<file path="src/hw/sbc_pkg.sv">
// constants for the management-bus byte configuration slave
// assumes a 20 MHz system clock sampling the bus pins
package sbc_pkg;
	localparam logic [6:0] SBC_SLAVE_ADDR = 7'h69;
	localparam logic [6:0] SBC_IDX_FREQ = 7'h00;
	localparam logic [6:0] SBC_IDX_EN1 = 7'h01;
	localparam logic [6:0] SBC_IDX_EN2 = 7'h02;
	localparam logic [7:0] SBC_RST_FREQ = 8'h00;
	localparam logic [7:0] SBC_RST_EN1 = 8'hFF;
	localparam logic [7:0] SBC_RST_EN2 = 8'h7F;
	localparam logic [7:0] SBC_EN2_MASK = 8'h7F;
	localparam int SBC_CMD_BYTE_BIT = 7;
	localparam int SBC_FREQ_LSB = 0;
	localparam int SBC_FREQ_MSB = 4;
	localparam int SBC_SPREAD_LSB = 5;
	localparam int SBC_SPREAD_MSB = 7;
	localparam logic [3:0] SBC_BITS_LAST = 4'h7;
	localparam logic [3:0] SBC_BITS_ACK = 4'h8;
	localparam logic [3:0] SBC_BITS_PRE = 4'hF;
	typedef enum logic [2:0] {
		SBC_IDLE = 3'b000,
		SBC_ADDR = 3'b001,
		SBC_CMD = 3'b011,
		SBC_DATA = 3'b010,
		SBC_READ = 3'b110,
		SBC_DONE = 3'b111
	} sbc_state_e;
endpackage

</file>
<file path="src/hw/sbc_slave.sv">
// byte-indexed configuration slave on a two-wire management bus
// assumes bus pins are asynchronous to mclk and sampled by it
`timescale 1ns/1ns
`default_nettype none
module sbc_slave
	import sbc_pkg::*;
(
	input wire logic mclk, // system clock
	input wire logic sys_rst, // synchronous reset, high
	input wire logic scl_in, // bus clock pin level
	input wire logic sda_in, // bus data pin level
	output logic sda_out, // data drive value, always low
	output logic sda_oe, // high pulls data low
	output logic [4:0] soft_freq_code, // frequency select code
	output logic [2:0] spread_code, // spread select code
	output logic [7:0] clock_enables_first, // enable byte one
	output logic [6:0] clock_enables_second // enable byte two
);
	logic [1:0] scl_sync, sda_sync;
	logic scl_d, sda_d;
	sbc_state_e state, next_state;
	logic [3:0] bit_cnt, next_bit_cnt;
	logic [7:0] shreg, next_shreg;
	logic [6:0] index, next_index;
	logic oe, next_oe;
	logic is_read, next_is_read;
	logic [7:0] reg0, next_reg0, reg1, next_reg1, reg2, next_reg2;
	logic [7:0] rd_byte;
	logic scl_rise, scl_fall, start_c, stop_c;

	assign scl_rise = scl_sync[1] & ~scl_d;
	assign scl_fall = ~scl_sync[1] & scl_d;
	assign start_c = scl_sync[1] & scl_d & sda_d & ~sda_sync[1];
	assign stop_c = scl_sync[1] & scl_d & ~sda_d & sda_sync[1];
	assign sda_out = 1'b0;
	assign sda_oe = oe;
	assign soft_freq_code = reg0[SBC_FREQ_MSB:SBC_FREQ_LSB];
	assign spread_code = reg0[SBC_SPREAD_MSB:SBC_SPREAD_LSB];
	assign clock_enables_first = reg1;
	assign clock_enables_second = reg2[6:0];

	always_comb begin
		case (index)
			SBC_IDX_FREQ: rd_byte = reg0;
			SBC_IDX_EN1: rd_byte = reg1;
			SBC_IDX_EN2: rd_byte = reg2 & SBC_EN2_MASK;
			default: rd_byte = 8'h00;
		endcase
	end

	always_comb begin
		next_state = state;
		next_bit_cnt = bit_cnt;
		next_shreg = shreg;
		next_index = index;
		next_oe = oe;
		next_is_read = is_read;
		next_reg0 = reg0;
		next_reg1 = reg1;
		next_reg2 = reg2;
		if (start_c) begin
			next_state = SBC_ADDR;
			next_bit_cnt = SBC_BITS_PRE;
			next_oe = 1'b0;
		end else if (stop_c) begin
			next_state = SBC_IDLE;
			next_oe = 1'b0;
		end else if (scl_rise && state != SBC_IDLE && state != SBC_DONE) begin
			if (bit_cnt <= SBC_BITS_LAST) begin
				next_shreg = {shreg[6:0], sda_sync[1]};
			end else if (state == SBC_READ && sda_sync[1]) begin
				next_state = SBC_DONE; // host not-acknowledge
			end
		end else if (scl_fall) begin
			case (state)
				SBC_IDLE, SBC_DONE: next_oe = 1'b0;
				default: begin
					if (bit_cnt == SBC_BITS_PRE) begin
						// the fall that follows a start only opens bit one
						next_bit_cnt = 4'h0;
					end else if (bit_cnt == SBC_BITS_LAST) begin
						next_bit_cnt = SBC_BITS_ACK;
						next_oe = 1'b1;
						case (state)
							SBC_ADDR: begin
								next_is_read = shreg[0];
								if (shreg[7:1] != SBC_SLAVE_ADDR) begin
									next_oe = 1'b0;
									next_state = SBC_IDLE;
								end else if (shreg[0] && !is_read) begin
									next_oe = 1'b0;
									next_state = SBC_IDLE;
								end
							end
							SBC_CMD: begin
								if (!shreg[SBC_CMD_BYTE_BIT]) begin
									next_oe = 1'b0;
									next_state = SBC_IDLE;
								end else begin
									next_index = shreg[6:0];
								end
							end
							SBC_DATA: begin
								case (index)
									SBC_IDX_FREQ: next_reg0 = shreg;
									SBC_IDX_EN1: next_reg1 = shreg;
									SBC_IDX_EN2: next_reg2 = shreg & SBC_EN2_MASK;
									default: next_reg0 = reg0;
								endcase
							end
							SBC_READ: next_oe = 1'b0;
							default: next_oe = 1'b0;
						endcase
					end else if (bit_cnt == SBC_BITS_ACK) begin
						next_bit_cnt = 4'h0;
						next_oe = 1'b0;
						case (state)
							SBC_ADDR: begin
								if (is_read) begin
									next_state = SBC_READ;
									next_shreg = rd_byte;
									next_oe = ~rd_byte[7];
								end else begin
									next_state = SBC_CMD;
								end
							end
							SBC_CMD: begin
								next_state = SBC_DATA;
								next_is_read = 1'b1; // allows read redirect
							end
							SBC_DATA: next_state = SBC_DONE;
							SBC_READ: next_state = SBC_READ;
							default: next_state = SBC_IDLE;
						endcase
					end else begin
						next_bit_cnt = bit_cnt + 4'h1;
						if (state == SBC_READ) begin
							next_oe = ~shreg[7];
						end
					end
				end
			endcase
		end
		if (next_state == SBC_IDLE) begin
			next_is_read = 1'b0;
		end
	end

	always_ff @(posedge mclk) begin
		scl_sync <= {scl_sync[0], scl_in};
		sda_sync <= {sda_sync[0], sda_in};
		if (sys_rst) begin
			scl_d <= 1'b1;
			sda_d <= 1'b1;
			state <= SBC_IDLE;
			bit_cnt <= 4'h0;
			shreg <= 8'h00;
			index <= 7'h00;
			oe <= 1'b0;
			is_read <= 1'b0;
			reg0 <= SBC_RST_FREQ;
			reg1 <= SBC_RST_EN1;
			reg2 <= SBC_RST_EN2;
		end else begin
			scl_d <= scl_sync[1];
			sda_d <= sda_sync[1];
			state <= next_state;
			bit_cnt <= next_bit_cnt;
			shreg <= next_shreg;
			index <= next_index;
			oe <= next_oe;
			is_read <= next_is_read;
			reg0 <= next_reg0;
			reg1 <= next_reg1;
			reg2 <= next_reg2;
		end
	end

	a_reserved_zero: assert property (
		@(posedge mclk) disable iff (sys_rst) !reg2[7])
		else $error("reserved enable bit set");
	a_bad_cmd_idle: assert property (
		@(posedge mclk) disable iff (sys_rst)
		(state == SBC_CMD && scl_fall && bit_cnt == SBC_BITS_LAST
		&& !shreg[7] && !start_c && !stop_c) |=> state == SBC_IDLE)
		else $error("block command not rejected");
	a_addr_nomatch: assert property (
		@(posedge mclk) disable iff (sys_rst)
		(state == SBC_ADDR && scl_fall && bit_cnt == SBC_BITS_LAST
		&& shreg[7:1] != SBC_SLAVE_ADDR && !start_c && !stop_c) |=> !oe)
		else $error("foreign address acknowledged");
	a_addr_ack: assert property (
		@(posedge mclk) disable iff (sys_rst)
		(state == SBC_ADDR && scl_fall && bit_cnt == SBC_BITS_LAST
		&& shreg == {SBC_SLAVE_ADDR, 1'b0} && !start_c && !stop_c) |=> oe)
		else $error("own address not acknowledged");
	a_write_store: assert property (
		@(posedge mclk) disable iff (sys_rst)
		(state == SBC_DATA && scl_fall && bit_cnt == SBC_BITS_LAST
		&& index == SBC_IDX_EN1 && !start_c && !stop_c)
		|=> reg1 == $past(shreg) && reg0 == $past(reg0))
		else $error("write byte not stored");
	a_freq_map: assert property (
		@(posedge mclk) disable iff (sys_rst)
		(state == SBC_DATA && scl_fall && bit_cnt == SBC_BITS_LAST
		&& index == SBC_IDX_FREQ && !start_c && !stop_c)
		|=> soft_freq_code == $past(shreg[SBC_FREQ_MSB:SBC_FREQ_LSB]))
		else $error("freq code not written");
	a_read_load: assert property (
		@(posedge mclk) disable iff (sys_rst)
		(state == SBC_ADDR && scl_fall && bit_cnt == SBC_BITS_ACK && is_read
		&& index == SBC_IDX_EN1 && !start_c && !stop_c)
		|=> state == SBC_READ && shreg == reg1)
		else $error("read byte not loaded");
endmodule
`default_nettype wire

</file>
<file path="config.mk">
export PLATFORM = sky130hd
export DESIGN_NAME = sbc_slave
export DESIGN_NICKNAME = d
export VERILOG_FILES = /design/src/hw/sbc_pkg.sv /design/src/hw/sbc_slave.sv
export SDC_FILE = /design/constraint.sdc
export NUM_CORES = 1
export LEC_CHECK = 0
export BUFFER_PORTS_ARGS = -buffer_cell sky130_fd_sc_hd__buf_2
export CAP_MARGIN = 10
export CORE_MARGIN = 1.5
export CORE_UTILIZATION = 37
export CTS_CLUSTER_DIAMETER = 50
export DETAILED_ROUTE_END_ITERATION = 6
export PLACE_DENSITY = 0.53
export REMOVE_ABC_BUFFERS = 1
export SLEW_MARGIN = 25
export SYNTH_ARGS = -nofsm -noshare
export SYNTH_HDL_FRONTEND = slang
export SYNTH_SLANG_ARGS = --single-unit
</file>
<file path="constraint.sdc">
create_clock -name mclk -period 4.2 [get_ports mclk]
set_input_delay 0.21 -clock mclk [delete_from_list [all_inputs] [get_ports mclk]]
set_output_delay 0.21 -clock mclk [all_outputs]
set_load 0.02 [all_outputs]
</file>
Word level (Yosys, flattened, before mapping)
Index checks and enable logic that the tools add are counted.

storage, ports and cells
  bits in registers = 53
  latch bits = 0
  bits in writable memories = 0
  memory bits (read-only) = 0
  bits of input ports = 4
  output and inout bits = 25
  word-level logic and storage cells = 131
  memories = 0

operators by class
  add/sub/neg operators = 1
  multiply operators = 0
  divide/modulo/power cells = 0
  order comparisons = 1
  equal/unequal tests = 21
  shifts and indexed selects = 0
  multiplexer cells = 49
  bitwise gates (word level) = 18
  reduce and logical (&&, ||, !) cells = 28

operator list
  operator               number
  $mux W8                9
  $reduce_and A9 Y1      5
  $mux W3                14
  $mux W4                8
  $pmux W8 S3            1
  $mux W1                14
  $reduce_bool A2 Y1     7
  $ne A2 B2 Y1 const B   6
  $pmux W3 S4            1
  $not A1 Y1             11
  $reduce_and A10 Y1     1
  $eq A4 B4 Y1 const B   2
  $reduce_and A4 Y1      2
  $and A1 B1 Y1          7
  $eq A7 B1 Y1 const B   1
  $eq A7 B2 Y1 const B   1
  $logic_not A7 Y1       1
  $ne A7 B7 Y1 const B   1
  $eq A3 B2 Y1 const B   2
  $eq A3 B3 Y1 const B   2
  $logic_not A3 Y1       2
  $ne A2 B1 Y1 const B   3
  $pmux W3 S2            1
  $add A4 B1 Y4 const B  1
  11 further kinds       15

Longest topological paths before layout
Gate-level depths: netlist of run 1.

  depth after elaboration = 14
  depth in mapped cells = 9

Worst setup path after synthesis of run 1
OpenSTA, ideal clock, no wires.

  kind = register to register
  from = register bit_cnt[0]
  to = register reg2[4]
  arrival time = 1750 ps
  slack = 2333 ps
  cell stages (with the launch flop) = 7
  buffers on the path = 0
  period minus slack after synthesis = 1867 ps
  path through = dfxtp_1 -> ha_1 -> and4bb_2 -> nand4b_1 -> nor3_2 -> mux2i_1 -> nand2b_1

between the ends
  longest elaborated chain between the ends = 3

RTL lines
  element                          RTL line          text
  from (decl)                      sbc_slave.sv:22   logic [3:0] bit_cnt, next_bit_cnt;
  from (signal assigned)           sbc_slave.sv:168  bit_cnt <= next_bit_cnt;
  $eq A4 B4 Y1                     sbc_slave.sv:78   if (bit_cnt == SBC_BITS_PRE) begin
  $not A1 Y1 (no line)             n/a
  $reduce_and A9 Y1 (no line) (*)  n/a
  to (signal assigned)             sbc_slave.sv:175  reg2 <= next_reg2;
  to (decl)                        sbc_slave.sv:27   logic [7:0] reg0, next_reg0, reg1, next_reg1, reg2, next_reg2;

Mark *: on every way between the ends. The rest lies on a longest branch, timed or not.
A chain may end at the register's enable or synchronous reset.

Worst setup path in the final report of run 1
  from = register index[0]
  to = register reg1[6] (netlist: clock_enables_first[6])

between the ends
  longest elaborated chain between the ends = 2

RTL lines
  element                      RTL line          text
  from (decl)                  sbc_slave.sv:24   logic [6:0] index, next_index;
  from (signal assigned)       sbc_slave.sv:170  index <= next_index;
  $eq A7 B1 Y1                 sbc_slave.sv:104  case (index)
  $reduce_and A9 Y1 (no line)  n/a
  to (signal assigned)         sbc_slave.sv:174  reg1 <= next_reg1;
  to (decl)                    sbc_slave.sv:27

Every way passes these cells.

==> results of run 1 <==
-- report_power, final --
| group | switching, uW | internal [uW] | total [uW] |
|---|---|---|---|
| registers | 16.3 | 512 | 528 |
| logic | 36.5 | 25.5 | 61.9 |
| clock network | 176 | 121 | 296 |
-- registers in the layout, indices dropped and copies added, names as in the netlist --
| signal | cells |
|---|---|
| sda_oe | 1 |
| is_read | 1 |
| bit_cnt | 4 |
| reg2 | 7 |
| sda_d | 1 |
| index | 7 |
| sda_sync | 2 |
| shreg | 8 |
| scl_d | 1 |
| clock_enables_first | 8 |
| scl_sync | 2 |
| state | 3 |
| reg0 | 8 |
-- worst min path at each step --
stage / start / depth (start not counted) / endpoint
global placement: scl_sync[0] / 0 / scl_sync[1]
global route: sda_sync[0] / 0 / sda_sync[1]
CTS: sda_sync[0] / 0 / sda_sync[1]
detailed placement: sda_sync[0] / 0 / sda_sync[1]
finish: sda_sync[0] / 0 / sda_sync[1]
floorplan: scl_in / 0 / scl_sync[0]
-- critical path, cell delays in order, from the launching register on --
cell and delay (ns):
dfxtp_1 0.70, nor2b_1 0.62, inv_1 0.16, nor4_4 0.74, nor2b_1 0.10, a211o_1 0.29
-- placed cells by master (no fill, tap or decap), drive strengths merged, types with 8 or more instances in the layout --
master / netlist / final
mux2i: 31 / 31
nor3: 19 / 19
a211oi: 11 / 11
dfxtp: 53 / 53
a211o: 8 / 8
inv: 7 / 8
nand2b: 11 / 11
a21oi: 15 / 15
buf: 13 / 28
nand2: 10 / 10
nor2b: 11 / 11
nor2: 30 / 30
-- cell families (layout without fill, tap and decap cells) --
logic type / Yosys count / after routing
simple gates: 122 / 122
fa+ha+maj: 2 / 2
compound gates: 59 / 59
other cells: 1 / 1
buf+inv: 31 / 45
mux: 31 / 31
xor+xnor: 2 / 2
flops: 53 / 53
-- cell type report --
class                           instances  share of cell area (%)
Clock buffer                            5                   2.305
Clock inverter                          3                  0.8382
Inverter                                7                  0.8801
Multi-Input combinational cell        217                   50.84
Sequential cell                        53                   35.54
Tap cell                               99                   4.149
Timing Repair Buffer                   30                   5.448
-- routing by layer --
metal  share of wire (%)  GRT usage, %
met5                   0             0
met4                 1.1         3.916
met3                 2.7         2.834
met2                  48         27.41
met1                  49         23.16
-- per-stage QoR --
step / power (uW) / area [sq um]
after floorplan: 577.4 / 2605
after global placement: 600.8 / 2872
after detailed placement: 600.3 / 2872
after CTS: 901.0 / 2985
after global routing: 932.5 / 2985
final: 886.2 / 2985
==> metrics.csv, run 1 <==
metric,value,unit
viasPerCell,5.283,
antenna_left,0,
vias,2187,
hp-class,reg2reg,
dp_hpwl,4.293,mm
die_h,89.69,um
synth_top_cells_by_count,"53 x dfxtp_1, 31 x mux2i_1, 30 x nor2_1",
io_pins,29,
yosys_most_used_dff,dfxtp_1,
synthMuxAreaShare,11.16,%
path_class,reg2reg,
slew_headroom,40.53,%
synth.distinct_cells,54,
drtIter0Drc,137,
hold_ws,0.3347,ns
finish.utilization,41.16,%
grt_overflow_total,0,
ctsResizeCount,0,
grt_antenna_before_repair,0,
fillers,744,
regArea,0.001061,sq mm
timing.final.crit_share,64.58,%
dp_cells,404,
seq_area_frac_synth,38.16,%
synth-compound-area-share,15.30,%
syn_area_per_cell,9.236,sq um
synth_top_area_share,38.16,%
coreArea,0.007253,sq mm
avgRoutedWirePerCell,15.22,um
synth_simple_gate_area_share,26.46,%
die_w,89.69,um
finClkSkew,0.006983,ns
synth_fa_ha_area_share,0.9001,%
gp_congestion,0.8478,
netlist_instances,301,
synthesis.area,0.002780,sq mm
grt_max_degree,46,
yosys.area_share.xor_xnor,0.6301,%
setup_viol,0,
drt_pre_antenna_iters,4,
holdBufCountCts,2,
fin_ws,1.488,ns
synth_edf_count,0,
cp-startpoint,index[0],
grt_pass1_wl,10.37,mm
post-place-ws,1.411,ns
p_leak,0.001083,uW
clk_latency,0.31,ns
drc,0,
fp-row-count,31,
reg2reg_to,clock_enables_first[6],
clock_sinks,53,
status,completed,
cts_buffer_depth,2,
die_area,0.008043,sq mm
grt_usage,16.78,%
cp-end-kind,register,
crit_end,clock_enables_first[6],
power_density,296.9,mW/mm^2
hold_violations,0,
cts_tree,built,
yosysTopAreaCell,dfxtp_1,
synth_top_family_by_area,simple AND/OR/NAND/NOR gates,
multi_input_area,0.001518,sq mm
synthTopCellsByArea,"dfxtp_1 38%, mux2i_1 11%, nor2_1 4.1%, nor3_1 3.1%, a211oi_1 3.0%",
cts_made_buffers,5,
regToRegSetupSlack,1.49,ns
ys_warn_count,0,
syn_to_final_growth,7.381,%
htreeDepth,2,
synthArstFlopShare,0,%
synth_most_common_cell,dfxtp_1,
cts_setup_buffers,0,
rsz0062_at_grt,no,
grt_pass1_vias,1996,
yosys_register_bits,53,
worst_pin_slew,0.8873,ns
portBuffers,27,
layout-drive-gt1-share,15.56,%
drt-total-wl,6.302,mm
ir_worst_vdd,133.9,uV
crit_fanout,16,
reg2regPathDepth,5,
start_util,38.33,%
final-max-slew-violation-count,0,
worst_setup_path_start_kind,register,
clock.fmax,368.7,MHz
clkTransAtPathRegs,0.10,ns
timing.setup.tns,0,ns
stdcell_count,414,
antenna_cells,0,
arrival,2.92,ns
maxCapViolations,0,
worstReg2RegStart,index[0],
crit_required,4.41,ns
nets,320,
period_minus_slack,2.712,ns
cts-root-buf,clkbuf_8,
Power figures use the tool's default switching activity.
==> inputs of run 2 (changes only) <==
- clock period: 4.2 -> 2.67 ns (I/O delays scaled with it)
==> run 2 against run 1 <==
  * Non-clock buffer count rose by 7
  * Hold slack lost 0.14 ns
  * Global-route usage increased by 1.0 points
  * Clock power rose by 86%
  * Maximum frequency rose by 23%
  * Register-to-register slack lost 1.0 ns
  * Design area is 2.2% higher
  * Largest cell class unchanged
==> metrics.csv, run 2 (synthesized netlist as in run 1, its figures left out) <==
metric,value,unit,change
start_util,38.33,%,unchanged
p_leak,0.001130,uW,+4.4%
coreArea,0.007253,sq mm,unchanged
holdPathStages,2,,+2
layout_common_cells,"53 x dfxtp_1, 31 x mux2i_1, 30 x nor2_1, 27 x buf_2, 17 x nor3_1",,
cts-root-buf,clkbuf_8,,
gp_congestion,0.8282,,-2.3%
dp_hpwl,4.694,mm,+9.3%
rsz0062_at_grt,no,,
grt_max_degree,30,,-35%
drc,0,,unchanged
fp-row-count,31,,unchanged
nets,327,,+2.2%
fin_area,0.003052,sq mm,+2.2%
drtIter0Drc,99,,-28%
clock.fmax,452.1,MHz,+23%
hold_violations,0,,unchanged
drt_pre_antenna_iters,4,,unchanged
grt_usage,17.78,%,+1.0 points
ctsResizeCount,0,,unchanged
avgRoutedWirePerCell,15.90,um,+4.5%
syn_to_final_growth,9.766,%,
post-place-ws,0.4192,ns,-0.9921 ns
antenna_cells,0,,unchanged
clkTransAtPathRegs,0.10,ns,about the same
viasPerCell,5.364,,+1.5%
vias,2253,,+3.0%
die_w,89.69,um,unchanged
cts_tree,built,,
grt_pass1_vias,2119,,+6.2%
period_minus_slack,2.212,ns,-0.5000 ns
crit_required,2.87,ns,-1.54 ns
cts_buffer_depth,2,,unchanged
arrival,2.41,ns,-0.51 ns
grt_antenna_before_repair,0,,unchanged
die_h,89.69,um,unchanged
timing.final.crit_share,82.85,%,+18 points
clk_latency,0.31,ns,about the same
path_delay_family,simple AND/OR/NAND/NOR gates,,
power_density,485.6,mW/mm^2,+64%
setup_viol,0,,unchanged
slew_headroom,47.15,%,+6.6 points
htreeDepth,2,,unchanged
grt_overflow_total,0,,unchanged
path_depth,5,,unchanged
cp-end-kind,register,,
antenna_left,0,,unchanged
crit_fanout,9,,-7
layout_commonest_cell,dfxtp_1,,
fillers,753,,+1.2%
slowest_delay,0.76,ns,+0.02 ns
drt-total-wl,6.679,mm,+6.0%
path_cells,"nor4_2, nand2b_1, nor4_4, mux2i_1, nor2_1",,
slowest_stage,nor4_4,,
path_class,reg2reg,,
post_dp_cell_area,0.002924,sq mm,+1.8%
ir_worst_vdd,288.2,uV,+120%
worst_pin_slew,0.7869,ns,-0.1004 ns
hp-class,in2reg,,
fin_ws,0.4579,ns,-1.030 ns
layout-drive-gt1-share,17.13,%,+1.6 points
portBuffers,27,,unchanged
finClkSkew,0.007948,ns,+0.0009652 ns
grt_pass1_wl,10.92,mm,+5.3%
clock_sinks,53,,unchanged
status,completed,,
timing.setup.tns,0,ns,unchanged
die_area,0.008043,sq mm,unchanged
maxCapViolations,0,,unchanged
path_buf_inv,0,,-1
io_pins,29,,unchanged
worst_setup_path_start_kind,register,,
hold_ws,0.1901,ns,-0.1447 ns
power,1482,uW,+67%
cts_made_buffers,5,,unchanged
reg2regPathDepth,5,,unchanged
final-max-slew-violation-count,0,,unchanged
-- run 2: cell count changes in the layout (fill, tap and decap cells not counted) --
cell / previous run / this run
buf_4: 1 / 8
clkinvlp_4: 1 / 0
bufinv_16: 0 / 1
clkinv_4: 1 / 0
-- run 2: timing repair --
action | CTS | global route
setup buffers | 0 | 0
hold endpoints to repair | 2 | 0
hold buffers | 2 | 0
-- run 2: through the flow --
step | util, % | cells
floorplan | - | 277
finish | 42.07 | 420
global placement | 40.31 | 411
global route | 42.07 | 420
CTS | 42.07 | 420
detailed placement | 40.31 | 411
-- run 2: worst paths after layout --
kind	endpoint	start	slack, ns
setup reg to reg	reg0[4]	index[3]	0.46
setup / recovery	reg0[4]	index[3]	0.46
hold reg to reg	scl_sync[1]	scl_sync[0]	0.33
hold / removal	index[5]	sys_rst	0.19
-- run 2: cell type report --
type                    instances  area [sq um]  share of cell area, %
multi-input cells             217          1518                  49.73
flip-flops and latches         53          1061                  34.77
repair buffers                 37         215.2                  7.052
well taps                      99         123.9                  4.059
clock buffers                   5         68.82                  2.255
clock inverters                 2         38.79                  1.271
inverters                       7         26.28                 0.8610
-- run 2: worst register-to-register path, cell delays in order, from the launching register on --
cell      delay, ns
dfxtp_1        0.33
nor4_2         0.35
nand2b_1       0.35
nor4_4         0.77
mux2i_1        0.27
nor2_1         0.05
-- run 2: per-layer routing --
metal / wire length (um) / vias up / GRT usage (%)
met4: 35 / 0 / 4.476
met5: 0 / - / 0
met1: 3226 / 1078 / 23.91
met3: 219 / 2 / 2.742
met2: 3197 / 50 / 29.85
li1: - / 1123 / -
-- run 2: power by group --
part,switching (uW),leakage (uW),internal (uW),total (uW)
combinational,57.7,0.000645,40.9,98.6
clock,273,0.0000546,278,552
sequential,26.7,0.000431,805,832
total,358,0.00113,1120,1480
==> inputs of run 3 (changes only) <==
- clock period: 2.67 -> 2.3 ns (I/O delays scaled with it)
==> run 3 against run 2 <==
  * Global-route usage shrank 0.29 points
  * Clock skew fell by 0.0019 ns
  * Largest cell class unchanged
  * Routed wire length is 2.1% lower
  * Non-clock buffer count increased by 6
  * Via count increased by 0.93%
  * Register-to-register slack worse by 0.22 ns
  * Maximum frequency rose by 7.3%
==> metrics.csv, run 3 (synthesized netlist as in run 1, its figures left out) <==
metric,value,unit,change
status,completed,,
cp-end-kind,register,,
drt-total-wl,6.542,mm,-2.1%
finClkSkew,0.006059,ns,-0.001889 ns
ctsResizeCount,0,,unchanged
drc,0,,unchanged
cts_buffer_depth,2,,unchanged
cts-root-buf,clkbuf_8,,
clock.fmax,485.1,MHz,+7.3%
cts_made_buffers,5,,unchanged
grt_pass1_wl,10.78,mm,-1.2%
clkTransAtPathRegs,0.09,ns,about the same
cts_tree,built,,
regToRegSetupSlack,0.24,ns,-0.22 ns
dp_hpwl,4.616,mm,-1.6%
whs_endpoint,index[5],,
worst_pin_slew,0.5533,ns,-0.2336 ns
final-max-slew-violation-count,0,,unchanged
crit_fanout,16,,+7
holdPathStages,2,,unchanged
die_w,89.69,um,unchanged
antenna_left,0,,unchanged
gp_congestion,0.8866,,+7.1%
hold_violations,0,,unchanged
grt_usage,17.49,%,-0.29 points
avgRoutedWirePerCell,15.32,um,-3.7%
coreArea,0.007253,sq mm,unchanged
reg2regPathDepth,7,,+2
worst_setup_path_start_kind,register,,
grt_pass1_vias,2146,,+1.3%
crit_required,2.52,ns,-0.35 ns
portBuffers,27,,unchanged
p_leak,0.001164,uW,+3.0%
timing.setup.tns,0,ns,unchanged
cts_setup_buffers,0,,unchanged
antenna_cells,0,,unchanged
ir_worst_vdd,235.7,uV,-18%
drtIter0Drc,96,,-3.0%
io_pins,29,,unchanged
drt_pre_antenna_iters,4,,unchanged
layout-drive-gt1-share,18.60,%,+1.5 points
hp-class,in2reg,,
path_class,reg2reg,,
power_density,560.9,mW/mm^2,+16%
reg2reg_to,shreg[0],,
nets,333,,+1.8%
timing.final.crit_share,89.62,%,+6.8 points
rsz0062_at_grt,no,,
htreeDepth,2,,unchanged
clk_latency,0.30,ns,about the same
grt_max_degree,25,,-17%
slew_headroom,62.83,%,+16 points
fp-row-count,31,,unchanged
holdCritStartpoint,sys_rst,,
layout_common_cells,"53 x dfxtp_1, 31 x mux2i_1, 30 x nor2_1, 27 x buf_2, 17 x nor3_1",,
maxCapViolations,0,,unchanged
layout_commonest_cell,dfxtp_1,,
vias,2274,,+0.93%
grt_antenna_before_repair,0,,unchanged
viasPerCell,5.326,,-0.72%
clock_sinks,53,,unchanged
setup_viol,0,,unchanged
period_minus_slack,2.061,ns,-0.1508 ns
finish.utilization,42.82,%,+0.74 points
grt_overflow_total,0,,unchanged
worstReg2RegStart,bit_cnt[0],,
fillers,735,,-2.4%
syn_to_final_growth,11.70,%,
holdBufCountCts,2,,unchanged
start_util,38.33,%,unchanged
die_area,0.008043,sq mm,unchanged
die_h,89.69,um,unchanged
arrival,2.28,ns,-0.13 ns
==> run 3: changes by cell type in the layout (fill, tap and decap cells not counted) <==
cell	before	now
buf_4	8	14
clkbuf_1	0	1
clkbuf_8	5	6
inv_6	1	0
==> run 3: worst max-delay path by stage <==
stage | startpoint | to | depth (start not counted)
2_1_floorplan | index[0] | clock_enables_first[0] | 5
3_3_place_gp | bit_cnt[0] | shreg[1] | 7
3_5_place_dp | bit_cnt[0] | shreg[0] | 7
4_1_cts | bit_cnt[0] | shreg[0] | 7
5_1_grt | bit_cnt[0] | shreg[3] | 7
6_report | bit_cnt[0] | shreg[0] | 7
==> run 3: per-layer routing <==
layer | routed length [um] | global-route usage, % | part of all wire, % | vias to the layer above
met4 | 60 | 5.035 | 0.92 | 0
met2 | 3070 | 28.09 | 47 | 55
li1 | - | - | - | 1138
met1 | 3150 | 24.06 | 48 | 1075
met3 | 260 | 3.108 | 4.0 | 6
met5 | 0 | 0 | 0 | -
==> run 3: final cells by class <==
cell class / instances / area, sq um / share of cell area (%)
clock buffer: 7 / 86.33 / 2.780
timing repair buffer: 43 / 260.3 / 8.380
clock inverter: 1 / 30.03 / 0.9670
sequential: 53 / 1061 / 34.17
multi-input combinational: 217 / 1518 / 48.87
inverter: 7 / 26.28 / 0.8461
tap: 99 / 123.9 / 3.989
==> run 3: power breakdown <==
group          internal [uW]  leakage (uW)  total (uW)  switching (uW)
Clock                    355     0.0000585         658             303
Combinational           49.9      0.000675         122            72.6
Sequential               934      0.000431         961            26.8
Total                   1340       0.00116        1740             402
==> run 3: metrics by stage <==
| step | setup WS [ns] | cell area, sq um | hold slack [ns] | instances | total power (uW) |
|---|---|---|---|---|---|
| after floorplan | 0.2338 | 2605 | 0.1427 | 277 | 1054 |
| after global placement | 0.2394 | 2969 | 0.2178 | 417 | 1102 |
| after detailed placement | 0.2786 | 2969 | 0.2197 | 417 | 1101 |
| after CTS | 0.2437 | 3105 | 0.2147 | 427 | 1761 |
| after global routing | 0.01044 | 3105 | 0.2331 | 427 | 1816 |
| final | 0.2387 | 3105 | 0.2214 | 427 | 1742 |
==> run 3: critical path, cell delays in order, from the launching register on <==
cell and delay, ns:
dfxtp_1 0.35, inv_1 0.09, ha_1 0.21, and3b_1 0.36
nand4_1 0.24, a21oi_4 0.44, nor2_1 0.07, a211oi_1 0.21
